===== config.mk =====
export PLATFORM = sky130hd
export DESIGN_NAME = bldc_ctrl
export DESIGN_NICKNAME = d
export VERILOG_FILES = /design/src/inc/bldc_pkg.sv /design/src/design/bldc_sampler.sv /design/src/design/bldc_ctrl.sv
export SDC_FILE = /design/constraint.sdc
export NUM_CORES = 1
export LEC_CHECK = 0
export BUFFER_PORTS_ARGS = -buffer_cell sky130_fd_sc_hd__buf_2
export CAP_MARGIN = 15
export CORE_ASPECT_RATIO = 1.75
export CORE_UTILIZATION = 52
export CTS_CLUSTER_DIAMETER = 80
export CTS_CLUSTER_SIZE = 10
export DETAILED_ROUTE_END_ITERATION = 10
export HOLD_SLACK_MARGIN = 0.15
export MAX_ROUTING_LAYER = met4
export PLACE_DENSITY = 0.8
export SETUP_SLACK_MARGIN = 0.3
export SYNTH_ARGS = -nofsm -noshare
export SYNTH_HDL_FRONTEND = slang
export SYNTH_SLANG_ARGS = --single-unit

===== constraint.sdc =====
create_clock -name clk_in -period 6 [get_ports clk_in]
set_clock_uncertainty 0.1 [all_clocks]
set_input_delay 0.6 -clock clk_in [delete_from_list [all_inputs] [get_ports clk_in]]
set_output_delay 0.6 -clock clk_in [all_outputs]
set_load 0.01 [all_outputs]

===== src/inc/bldc_pkg.sv =====
// shared constants and types for the battery level detect control block
package bldc_pkg;
  localparam int ADDR_W = 12;
  // printed register indices; byte address is four times the index
  localparam logic [9:0] IDX_HL   = 10'h2e6;
  localparam logic [9:0] IDX_CTRL = 10'h2ff;
  localparam logic [9:0] IDX_IRQS = 10'h300;
  localparam logic [9:0] IDX_IRQC = 10'h301;
  localparam logic [9:0] IDX_IRQE = 10'h302;
  localparam logic [ADDR_W-1:0] ADDR_HL   = {IDX_HL, 2'b00};
  localparam logic [ADDR_W-1:0] ADDR_CTRL = {IDX_CTRL, 2'b00};
  localparam logic [ADDR_W-1:0] ADDR_IRQS = {IDX_IRQS, 2'b00};
  localparam logic [ADDR_W-1:0] ADDR_IRQC = {IDX_IRQC, 2'b00};
  localparam logic [ADDR_W-1:0] ADDR_IRQE = {IDX_IRQE, 2'b00};
  localparam int BIT_HL   = 3;
  localparam int BIT_FLAG = 3;
  localparam int IRQ_W    = 2;
  localparam int IRQ_LOAD = 0;
  localparam int IRQ_LOW  = 1;
  localparam logic [2:0] THR_RST = 3'h0;
  // detector settling time and clock rate
  localparam int SETTLE_NS   = 100000;
  localparam int CLK_MHZ     = 125;
  localparam int SETTLE_CYC  = (SETTLE_NS * CLK_MHZ + 999) / 1000;
  typedef struct packed {
    logic       flag;
    logic [2:0] thr;
  } bldc_ctrl_t;
  typedef enum {HS_IDLE, HS_FIRST, HS_HOLD, HS_SAMPLE} bldc_hs_t;
endpackage : bldc_pkg


===== src/design/bldc_sampler.sv =====
// heavy-load sampling sequencer: first window then 2 hz periodic windows
`timescale 1ns/1ps
module bldc_sampler
  import bldc_pkg::*;
#(
  parameter int SETTLE = SETTLE_CYC
)(
  input  wire logic clk_in,
  input  wire logic rst_n_in,
  input  wire logic hl_mode_in,
  input  wire logic instr_end_in,
  input  wire logic tick_2hz_in,
  output logic      sample_on_out,
  output logic      strobe_out
);
  initial
  begin
    if (SETTLE < 1)
      $error("settle count must be at least one");
  end

  bldc_hs_t    state;
  logic        hl_prev;
  logic [31:0] cnt;

  always_ff @(posedge clk_in or negedge rst_n_in)
  begin
    if (!rst_n_in)
    begin
      state         <= HS_IDLE;
      hl_prev       <= 1'b0;
      cnt           <= 32'h0;
      sample_on_out <= 1'b0;
      strobe_out    <= 1'b0;
    end
    else
    begin
      hl_prev    <= hl_mode_in;
      strobe_out <= 1'b0;
      case (state)
        HS_IDLE:
        begin
          if (hl_mode_in && !hl_prev)
          begin
            state         <= HS_FIRST;
            sample_on_out <= 1'b1;
          end
        end
        HS_FIRST:
        begin
          if (instr_end_in)
          begin
            state         <= HS_HOLD;
            sample_on_out <= 1'b0;
            strobe_out    <= 1'b1;
          end
        end
        HS_HOLD:
        begin
          if (tick_2hz_in)
          begin
            state         <= HS_SAMPLE;
            sample_on_out <= 1'b1;
            cnt           <= 32'h0;
          end
        end
        HS_SAMPLE:
        begin
          if (cnt == 32'(SETTLE - 1))
          begin
            state         <= HS_HOLD;
            sample_on_out <= 1'b0;
            strobe_out    <= 1'b1;
          end
          else
            cnt <= cnt + 32'h1;
        end
        default: state <= HS_IDLE;
      endcase
      // leaving heavy-load mode aborts any window without a latch
      if (!hl_mode_in)
      begin
        state         <= HS_IDLE;
        sample_on_out <= 1'b0;
        strobe_out    <= 1'b0;
      end
    end
  end
endmodule : bldc_sampler


===== src/design/bldc_ctrl.sv =====
// battery level detect control: apb registers, latch, heavy-load sampling
//
// Summary of operation
// - writing the heavy-load bit enters or leaves the mode; it reads back
// - heavy-load mode switches the detector on under sampling control
// - heavy-load samples: one instruction cycle after entry, then each 2 hz tick
// - heavy-load sample latched at end of each sampling window that closes while the mode is still set
// - writing control bit 3 switches detection on or off
// - reading control bit 3 returns the latched low-supply result
// - write meaning and read meaning of bit 3 are independent
// - clearing the enable bit loads the detector output into the latch
// - 3-bit threshold field selects one of eight detect levels
//
// Decided for this implementation: the APB register port.
`timescale 1ns/1ps
module bldc_ctrl
  import bldc_pkg::*;
#(
  parameter int SETTLE = SETTLE_CYC
)(
  input  wire logic              clk_in,
  input  wire logic              rst_n_in,
  input  wire logic              psel_in,
  input  wire logic              penable_in,
  input  wire logic              pwrite_in,
  input  wire logic [ADDR_W-1:0] paddr_in,
  input  wire logic [31:0]       pwdata_in,
  output logic [31:0]            prdata_out,
  output logic                   pready_out,
  output logic                   pslverr_out,
  input  wire logic              detector_in,
  input  wire logic              instr_end_in,
  input  wire logic              tick_2hz_in,
  output logic                   detector_on_out,
  output logic [2:0]             threshold_out,
  output logic                   heavy_load_mode_out,
  output logic                   low_supply_flag_out,
  output logic                   irq_out
);
  initial
  begin
    if (SETTLE < 1)
      $error("settle count must be at least one");
  end

  logic             heavy_load_mode_bit;
  logic             detect_enable_bit;
  bldc_ctrl_t       ctrl;
  logic [IRQ_W-1:0] irq_status;
  logic [IRQ_W-1:0] irq_enable;
  logic             det_s1;
  logic             det_s2;
  logic             det_s3;
  logic             det_level;
  logic             hl_on;
  logic             hl_strobe;

  // apb decode: setup phase prepares the answer, access phase completes it
  logic setup;
  logic access;
  logic wr_acc;
  logic hit_hl;
  logic hit_ctrl;
  logic hit_irqs;
  logic hit_irqc;
  logic hit_irqe;
  logic mapped;
  assign setup    = psel_in && !penable_in;
  assign access   = psel_in && penable_in && pready_out;
  assign wr_acc   = access && pwrite_in && !pslverr_out;
  assign hit_hl   = paddr_in == ADDR_HL;
  assign hit_ctrl = paddr_in == ADDR_CTRL;
  assign hit_irqs = paddr_in == ADDR_IRQS;
  assign hit_irqc = paddr_in == ADDR_IRQC;
  assign hit_irqe = paddr_in == ADDR_IRQE;
  assign mapped   = hit_hl || hit_ctrl || hit_irqs || hit_irqc || hit_irqe;

  logic bls_clear;
  logic load;
  logic [IRQ_W-1:0] events;
  assign bls_clear = wr_acc && hit_ctrl && !pwdata_in[BIT_FLAG] && detect_enable_bit;
  assign load      = bls_clear || hl_strobe;
  always_comb
  begin
    events           = '0;
    events[IRQ_LOAD] = load;
    events[IRQ_LOW]  = load && det_level;
  end

  // read mux, sampled into prdata during setup
  logic [31:0] rd_word;
  always_comb
  begin
    rd_word = 32'h0;
    if (hit_hl)
      rd_word[BIT_HL] = heavy_load_mode_bit;
    else if (hit_ctrl)
      rd_word[3:0] = ctrl;
    else if (hit_irqs)
      rd_word[IRQ_W-1:0] = irq_status;
    else if (hit_irqe)
      rd_word[IRQ_W-1:0] = irq_enable;
  end

  always_ff @(posedge clk_in or negedge rst_n_in)
  begin
    if (!rst_n_in)
    begin
      pready_out  <= 1'b0;
      pslverr_out <= 1'b0;
      prdata_out  <= 32'h0;
    end
    else if (setup)
    begin
      pready_out  <= 1'b1;
      pslverr_out <= !mapped;
      // read path shows latch, never enable
      prdata_out  <= (!pwrite_in && mapped) ? rd_word : 32'h0;
    end
    else
    begin
      pready_out  <= 1'b0;
      pslverr_out <= 1'b0;
    end
  end

  // three-stage pin synchroniser; accept a change once stages two and three agree
  always_ff @(posedge clk_in or negedge rst_n_in)
  begin
    if (!rst_n_in)
    begin
      det_s1    <= 1'b0;
      det_s2    <= 1'b0;
      det_s3    <= 1'b0;
      det_level <= 1'b0;
    end
    else
    begin
      det_s1 <= detector_in;
      det_s2 <= det_s1;
      det_s3 <= det_s2;
      if (det_s2 == det_s3)
        det_level <= det_s3;
    end
  end

  always_ff @(posedge clk_in or negedge rst_n_in)
  begin
    if (!rst_n_in)
      heavy_load_mode_bit <= 1'b0;
    else if (wr_acc && hit_hl)
      heavy_load_mode_bit <= pwdata_in[BIT_HL];
  end

  always_ff @(posedge clk_in or negedge rst_n_in)
  begin
    if (!rst_n_in)
      detect_enable_bit <= 1'b0;
    else if (wr_acc && hit_ctrl)
      detect_enable_bit <= pwdata_in[BIT_FLAG];
  end

  // threshold and latch share one process: both live in the one ctrl struct
  always_ff @(posedge clk_in or negedge rst_n_in)
  begin
    if (!rst_n_in)
    begin
      ctrl.thr  <= THR_RST;
      ctrl.flag <= 1'b0;
    end
    else
    begin
      if (wr_acc && hit_ctrl)
        ctrl.thr <= pwdata_in[2:0];
      if (load)
        ctrl.flag <= det_level;
    end
  end

  bldc_sampler #(
    .SETTLE (SETTLE)
  ) u_sampler (
    .clk_in        (clk_in),
    .rst_n_in      (rst_n_in),
    .hl_mode_in    (heavy_load_mode_bit),
    .instr_end_in  (instr_end_in),
    .tick_2hz_in   (tick_2hz_in),
    .sample_on_out (hl_on),
    .strobe_out    (hl_strobe)
  );

  // sticky status: a new event wins over a clear in the same cycle
  always_ff @(posedge clk_in or negedge rst_n_in)
  begin
    if (!rst_n_in)
      irq_status <= '0;
    else if (wr_acc && hit_irqc)
      irq_status <= (irq_status & ~pwdata_in[IRQ_W-1:0]) | events;
    else
      irq_status <= irq_status | events;
  end

  always_ff @(posedge clk_in or negedge rst_n_in)
  begin
    if (!rst_n_in)
      irq_enable <= '0;
    else if (wr_acc && hit_irqe)
      irq_enable <= pwdata_in[IRQ_W-1:0];
  end

  // outputs registered; they trail the internal state by one cycle
  always_ff @(posedge clk_in or negedge rst_n_in)
  begin
    if (!rst_n_in)
    begin
      detector_on_out     <= 1'b0;
      threshold_out       <= THR_RST;
      heavy_load_mode_out <= 1'b0;
      low_supply_flag_out <= 1'b0;
      irq_out             <= 1'b0;
    end
    else
    begin
      detector_on_out     <= detect_enable_bit || hl_on;
      threshold_out       <= ctrl.thr;
      heavy_load_mode_out <= heavy_load_mode_bit;
      low_supply_flag_out <= ctrl.flag;
      irq_out             <= |(irq_status & irq_enable);
    end
  end
endmodule : bldc_ctrl


### Word level (Yosys, flattened, before mapping)

Index checks and enable logic that the tools add are counted.

| word-level totals | value |
|---|---|
| input bits | 52 |
| register bits | 121 |
| logic and storage cells | 106 |
| output and inout bits | 41 |

| cells by class | value |
|---|---|
| mux-type cells | 29 |
| eq/ne operators | 17 |
| reduce and logical (&&, ||, !) cells | 32 |
| bitwise operators | 5 |
| add/subtract/negate cells | 1 |

Operators by type and width:

| cell | number |
|---|---|
| $mux 32 | 7 |
| $pmux 32 s4 | 1 |
| $eq 32x2->1 const B | 2 |
| $pmux 32 s2 | 1 |
| $eq 12x12->1 const B | 5 |
| $add 32x1->32 const B | 1 |
| $eq 32x1->1 const B | 1 |
| $eq 32x14->1 const B | 1 |
| $logic_not 32->1 | 1 |
| $logic_and 1x1->1 | 14 |
| $mux 1 | 11 |
| $mux 2 | 5 |
| $logic_not 1->1 | 6 |
| $logic_or 1x1->1 | 6 |
| $ne 3x2->1 const B | 2 |
| $ne 3x3->1 const B | 2 |
| $ne 5x1->1 const B | 1 |
| $reduce_and 5->1 | 1 |
| $and 2x2->2 | 2 |
| $mux 4 | 1 |
| $ne 2x2->1 const B | 2 |
| $or 2x2->2 | 2 |
| $pmux 1 s4 | 1 |
| $reduce_and 4->1 | 1 |
| other kinds (7) | 7 |

### Longest topological paths before layout

| logic depth | value |
|---|---|
| depth in word-level cells | 11 |
| depth in mapped cells | 7 |
| depth with buffers taken out | 6 |

### Hierarchy

Synthesis repeated with hierarchy kept, for this count alone.

| unflattened totals | value |
|---|---|
| cell total of the unflattened synthesis | 340 |
| area total of the unflattened synthesis | 3395.8 sq um |

Modules (own cells, without submodules):

| module | cells an instance | times used | seq. area each (sq um) | area each (sq um) |
|---|---|---|---|---|
| bldc_sampler | 227 | 1 | 925.9 | 2069.5 |
| bldc_ctrl | 113 | 1 | 675.6 | 1326.3 |

### Least setup slack after synthesis

No wires, ideal clock.

| timing path | value |
|---|---|
| path kind | input to register |
| from | input paddr_in[1] |
| to | register irq_enable[0] |
| slack | 3.839 ns |
| setup time | 0.125 ns |
| required time | 5.775 ns |
| data arrival time | 1.936 ns |
| cell stages on the path | 4 |
| path through | or4_1 > nor3_1 > and3_1 > mux2_2 |

| between the ends | value |
|---|---|
| longest elaborated chain between the ends | 2 |

RTL lines:

| what | line | text |
|---|---|---|
| start: declaration | bldc_ctrl.sv:26 | `input wire logic [ADDR_W-1:0] paddr_in,` |
| $eq 12x12->1 | bldc_ctrl.sv:75 | `assign hit_irqe = paddr_in == ADDR_IRQE;` |
| $logic_and 1x1->1 | bldc_ctrl.sv:207 | `else if (wr_acc && hit_irqe)` |
| end signal: assignment | bldc_ctrl.sv:208 | `irq_enable <= pwdata_in[IRQ_W-1:0];` |
| end: declaration | bldc_ctrl.sv:50 | `logic [IRQ_W-1:0] irq_enable;` |

Every way passes these cells.
A chain may end at the register's enable or synchronous reset.

### Worst setup path after layout

| timing path | value |
|---|---|
| from | register u_sampler.cnt[0] |
| to | register u_sampler.cnt[24] |

| between the ends | value |
|---|---|
| longest elaborated chain between the ends | 3 |
| elaborated cells on any way between the ends | 6 |
| classes of those cells | add/sub: 1; eq/ne: 2; mux: 2; reduce/logical: 1 |

RTL lines:

| what | line | text |
|---|---|---|
| start: declaration | bldc_sampler.sv:24 | `logic [31:0] cnt;` |
| start signal: assignment | bldc_sampler.sv:76 | `cnt <= cnt + 32'h1;` |
| $add 32x1->32 or $eq 32x14->1 (tied branches) | bldc_sampler.sv:76, bldc_sampler.sv:69 |  |
| $mux 32 or $ne 2x2->1 (tied branches) | n/a |  |
| $pmux 32 s2 or $reduce_and 3->1 (tied branches) | n/a |  |

Parallel ways exist; a longest one is shown, timed or not. The select of a mux whose other input is x is not followed.

==> results.yml <==
worst_setup_path:
  crit_family: "simple AND/OR/NAND/NOR gates"
  slowest_stage: "or4_1"
  crit_type: "reg2reg"
  crit_path_end_kind: "flop"
  crit_chain: "ha_1 -> nand2_1 -> or4_1 -> nor4_2 -> xnor2_1 -> nor2_1"
  crit_path_max_fanout: 9
  arrival_ns: 2.36
  cp.required_ns: 6.09
  critPathBufInv: 0
  cp_slowest_stage_delay_ns: 0.74
  start_kind: "flop"
clock_network:
  clock_sinks: 63
  numCtsBuffers: 9
  cts_tree: "done"
  clock_latency_ns: 0.34
  htree_levels: 3
  clk_pin_slew_worst_paths_ns: 0.06
  postCtsResizedCells: 0
  cts.path.max_buffers: 2
  root_buffer: "clkbuf_8"
  post_cts_buffers: 0
  cts-hold-fix-buffers: 0
synth:
  synth_cell_types: 49
  synth-seq-cells: 63
  synth_area_leaders: "dfrtp_1 48%, buf_4 6.4%, xnor2_1 4.8%"
  postSynthCellCount: 328
  async_reset_ff_share_pct: 100
  synth_warnings: 0
  yosys_most_used_dff: "dfrtp_1"
  avgSynthCellArea_um2: 9.98
  synth_top_family_by_area: "simple AND/OR/NAND/NOR gates"
  synthSimpleGateAreaFrac_pct: 25.7
  synthesis.area_um2: 3270
  yosysTopAreaCellShare_pct: 48.2
  synth_xor_area_share_pct: 5.35
  synth_compound_area_share_pct: 6.85
  synthAdderAreaFrac_pct: 0.688
  seq_area_frac_synth_pct: 48.2
  synth_edf_count: 0
  yosysTopAreaCell: "dfrtp_1"
  synthMuxAreaShare_pct: 4.05
  ys_top_cells_by_count: "63 x dfrtp_1, 35 x nor2_1, 31 x nand2_1"
  yosysMostFrequentCell: "dfrtp_1"
global_routing:
  grt_max_degree: 64
  grt_pass1_wl_um: 10900
  grt_pass1_vias: 2465
  overflow: 0
  grtUsageTotal_pct: 23.2
  antenna_found_initial: 0
timing:
  slew_viol_final: 0
  tightest_slew_ns: 0.999
  finalHoldViolations: 0
  fmax_mhz: 441
  layout_setup_ws_ns: 3.73
  period_share_pct: 37.8
  finalSetupViolCount: 0
  min_period_ns: 2.27
  rsz0062_at_grt: "false"
  fin_tns_setup_ns: 0
  maxSlewHeadroom_pct: 33.4
finish:
  final_nets: 418
  antenna_cells: 0
  finalInstanceArea_um2: 3590
  drive_gt1_share_pct: 20.6
  area_delta_synth_final_pct: 9.83
floorplanning:
  core_area_um2: 5970
  dieArea_um2: 6630
  ioPinCount: 93
  die_w_um: 62.0
  start_util_pct: 54.8
  die_h_um: 107
  num_rows: 37
place:
  place.port_buffers: 36
  gp_congestion: 0.873
  place_area_um2: 3400
  dp_hpwl_um: 4570
  dp_slack_ns: 3.52
routing:
  vias_per_cell: 5.62
  ant_nets: 0
  wl_um: 6480
  dr.pass1.iters: 4
  drt-wirelength-per-cell_um: 14.5
  drc: 0
  drt_iter0_drc: 119
  vias: 2511
power_and_ir_drop:
  p_per_area_nw_per_um2: 230
  power_leakage_nw: 1.65
  p_total_mw: 0.826
  irDropWorstVdd_mv: 0.185
min_path:
  hp-class: "reg2reg"
status:
  status: "finished clean"
flow_run:
  cap_violations: 0
per-stage QoR:
step,util (%),hold slack (ns),cells
global placement,56.9,0.234,432
global route,60.2,0.253,447
detailed placement,56.9,0.237,432
CTS,60.2,0.249,447
floorplan,-,0.204,355
finish,60.2,0.250,447
routing by layer:
layer	vias to the layer above	part of all wire [%]	wire length, µm	GRT usage (%)
li1	1178	-	-	-
met4	0	3.6	233	14.0
met3	16	5.1	331	6.76
met1	1221	36	2320	22.7
met5	-	0	0	-
met2	96	55	3590	38.4
placed cells by master, fill, tap and decap left out, types with 3 or more instances in the layout:
| master | instances |
|---|---|
| a21oi_1 | 7 |
| nand2_1 | 31 |
| conb_1 | 28 |
| or4_1 | 4 |
| and4_1 | 5 |
| mux2_2 | 10 |
| nand4_1 | 11 |
| clkbuf_8 | 11 |
| and3_1 | 5 |
| nor4_1 | 9 |
| nor3_1 | 15 |
| a22o_1 | 4 |
| or3_1 | 3 |
| o21ai_0 | 8 |
| clkinv_2 | 3 |
| inv_1 | 9 |
| buf_2 | 36 |
| xnor2_1 | 18 |
| dfrtp_1 | 63 |
| nand3_1 | 10 |
| nor2_1 | 35 |
| a31o_2 | 4 |
| nor4_2 | 5 |
kinds of logic after synthesis:
family	Yosys count
buf+inv	47
mux	12
simple gates	150
xor+xnor	20
other cells	1
compound gates	33
flops	63
fa+ha+maj	2
flip-flops by register name (all words and copies together), names as in the netlist, 2 cells and up:
signal / count
threshold_out: 3
u_sampler.state: 2
irq_enable: 2
u_sampler.cnt: 32
irq_status: 2
ctrl: 4
prdata_out: 4
power by group:
group	switching, mW	internal (mW)
clock	0.155	0.210
combinational	0.0236	0.00898
sequential	0.00134	0.427
total	0.180	0.646
path summary, 6_finish.rpt:
check / startpoint / endpoint / slack [ns] / cells after the start
min reg2reg: det_s1 / det_s2 / 0.25 / 0
min: det_s1 / det_s2 / 0.25 / 0
max reg2reg: u_sampler.cnt[0] / u_sampler.cnt[24] / 3.73 / 6
min in group asynchronous: rst_n_in / threshold_out[2] / 0.33 / 2
max in group asynchronous: rst_n_in / low_supply_flag_out / 4.96 / 2
max: u_sampler.cnt[0] / u_sampler.cnt[24] / 3.73 / 6
cell type report:
type | count | area [µm²]
fillers | 482 | 2380
flip-flops and latches | 63 | 1580
multi-input cells | 245 | 1500
repair buffers | 37 | 188
clock buffers | 11 | 151
well taps | 78 | 97.6
clock inverters | 4 | 45.0
inverters | 9 | 33.8
Power figures use the tool's default switching activity.
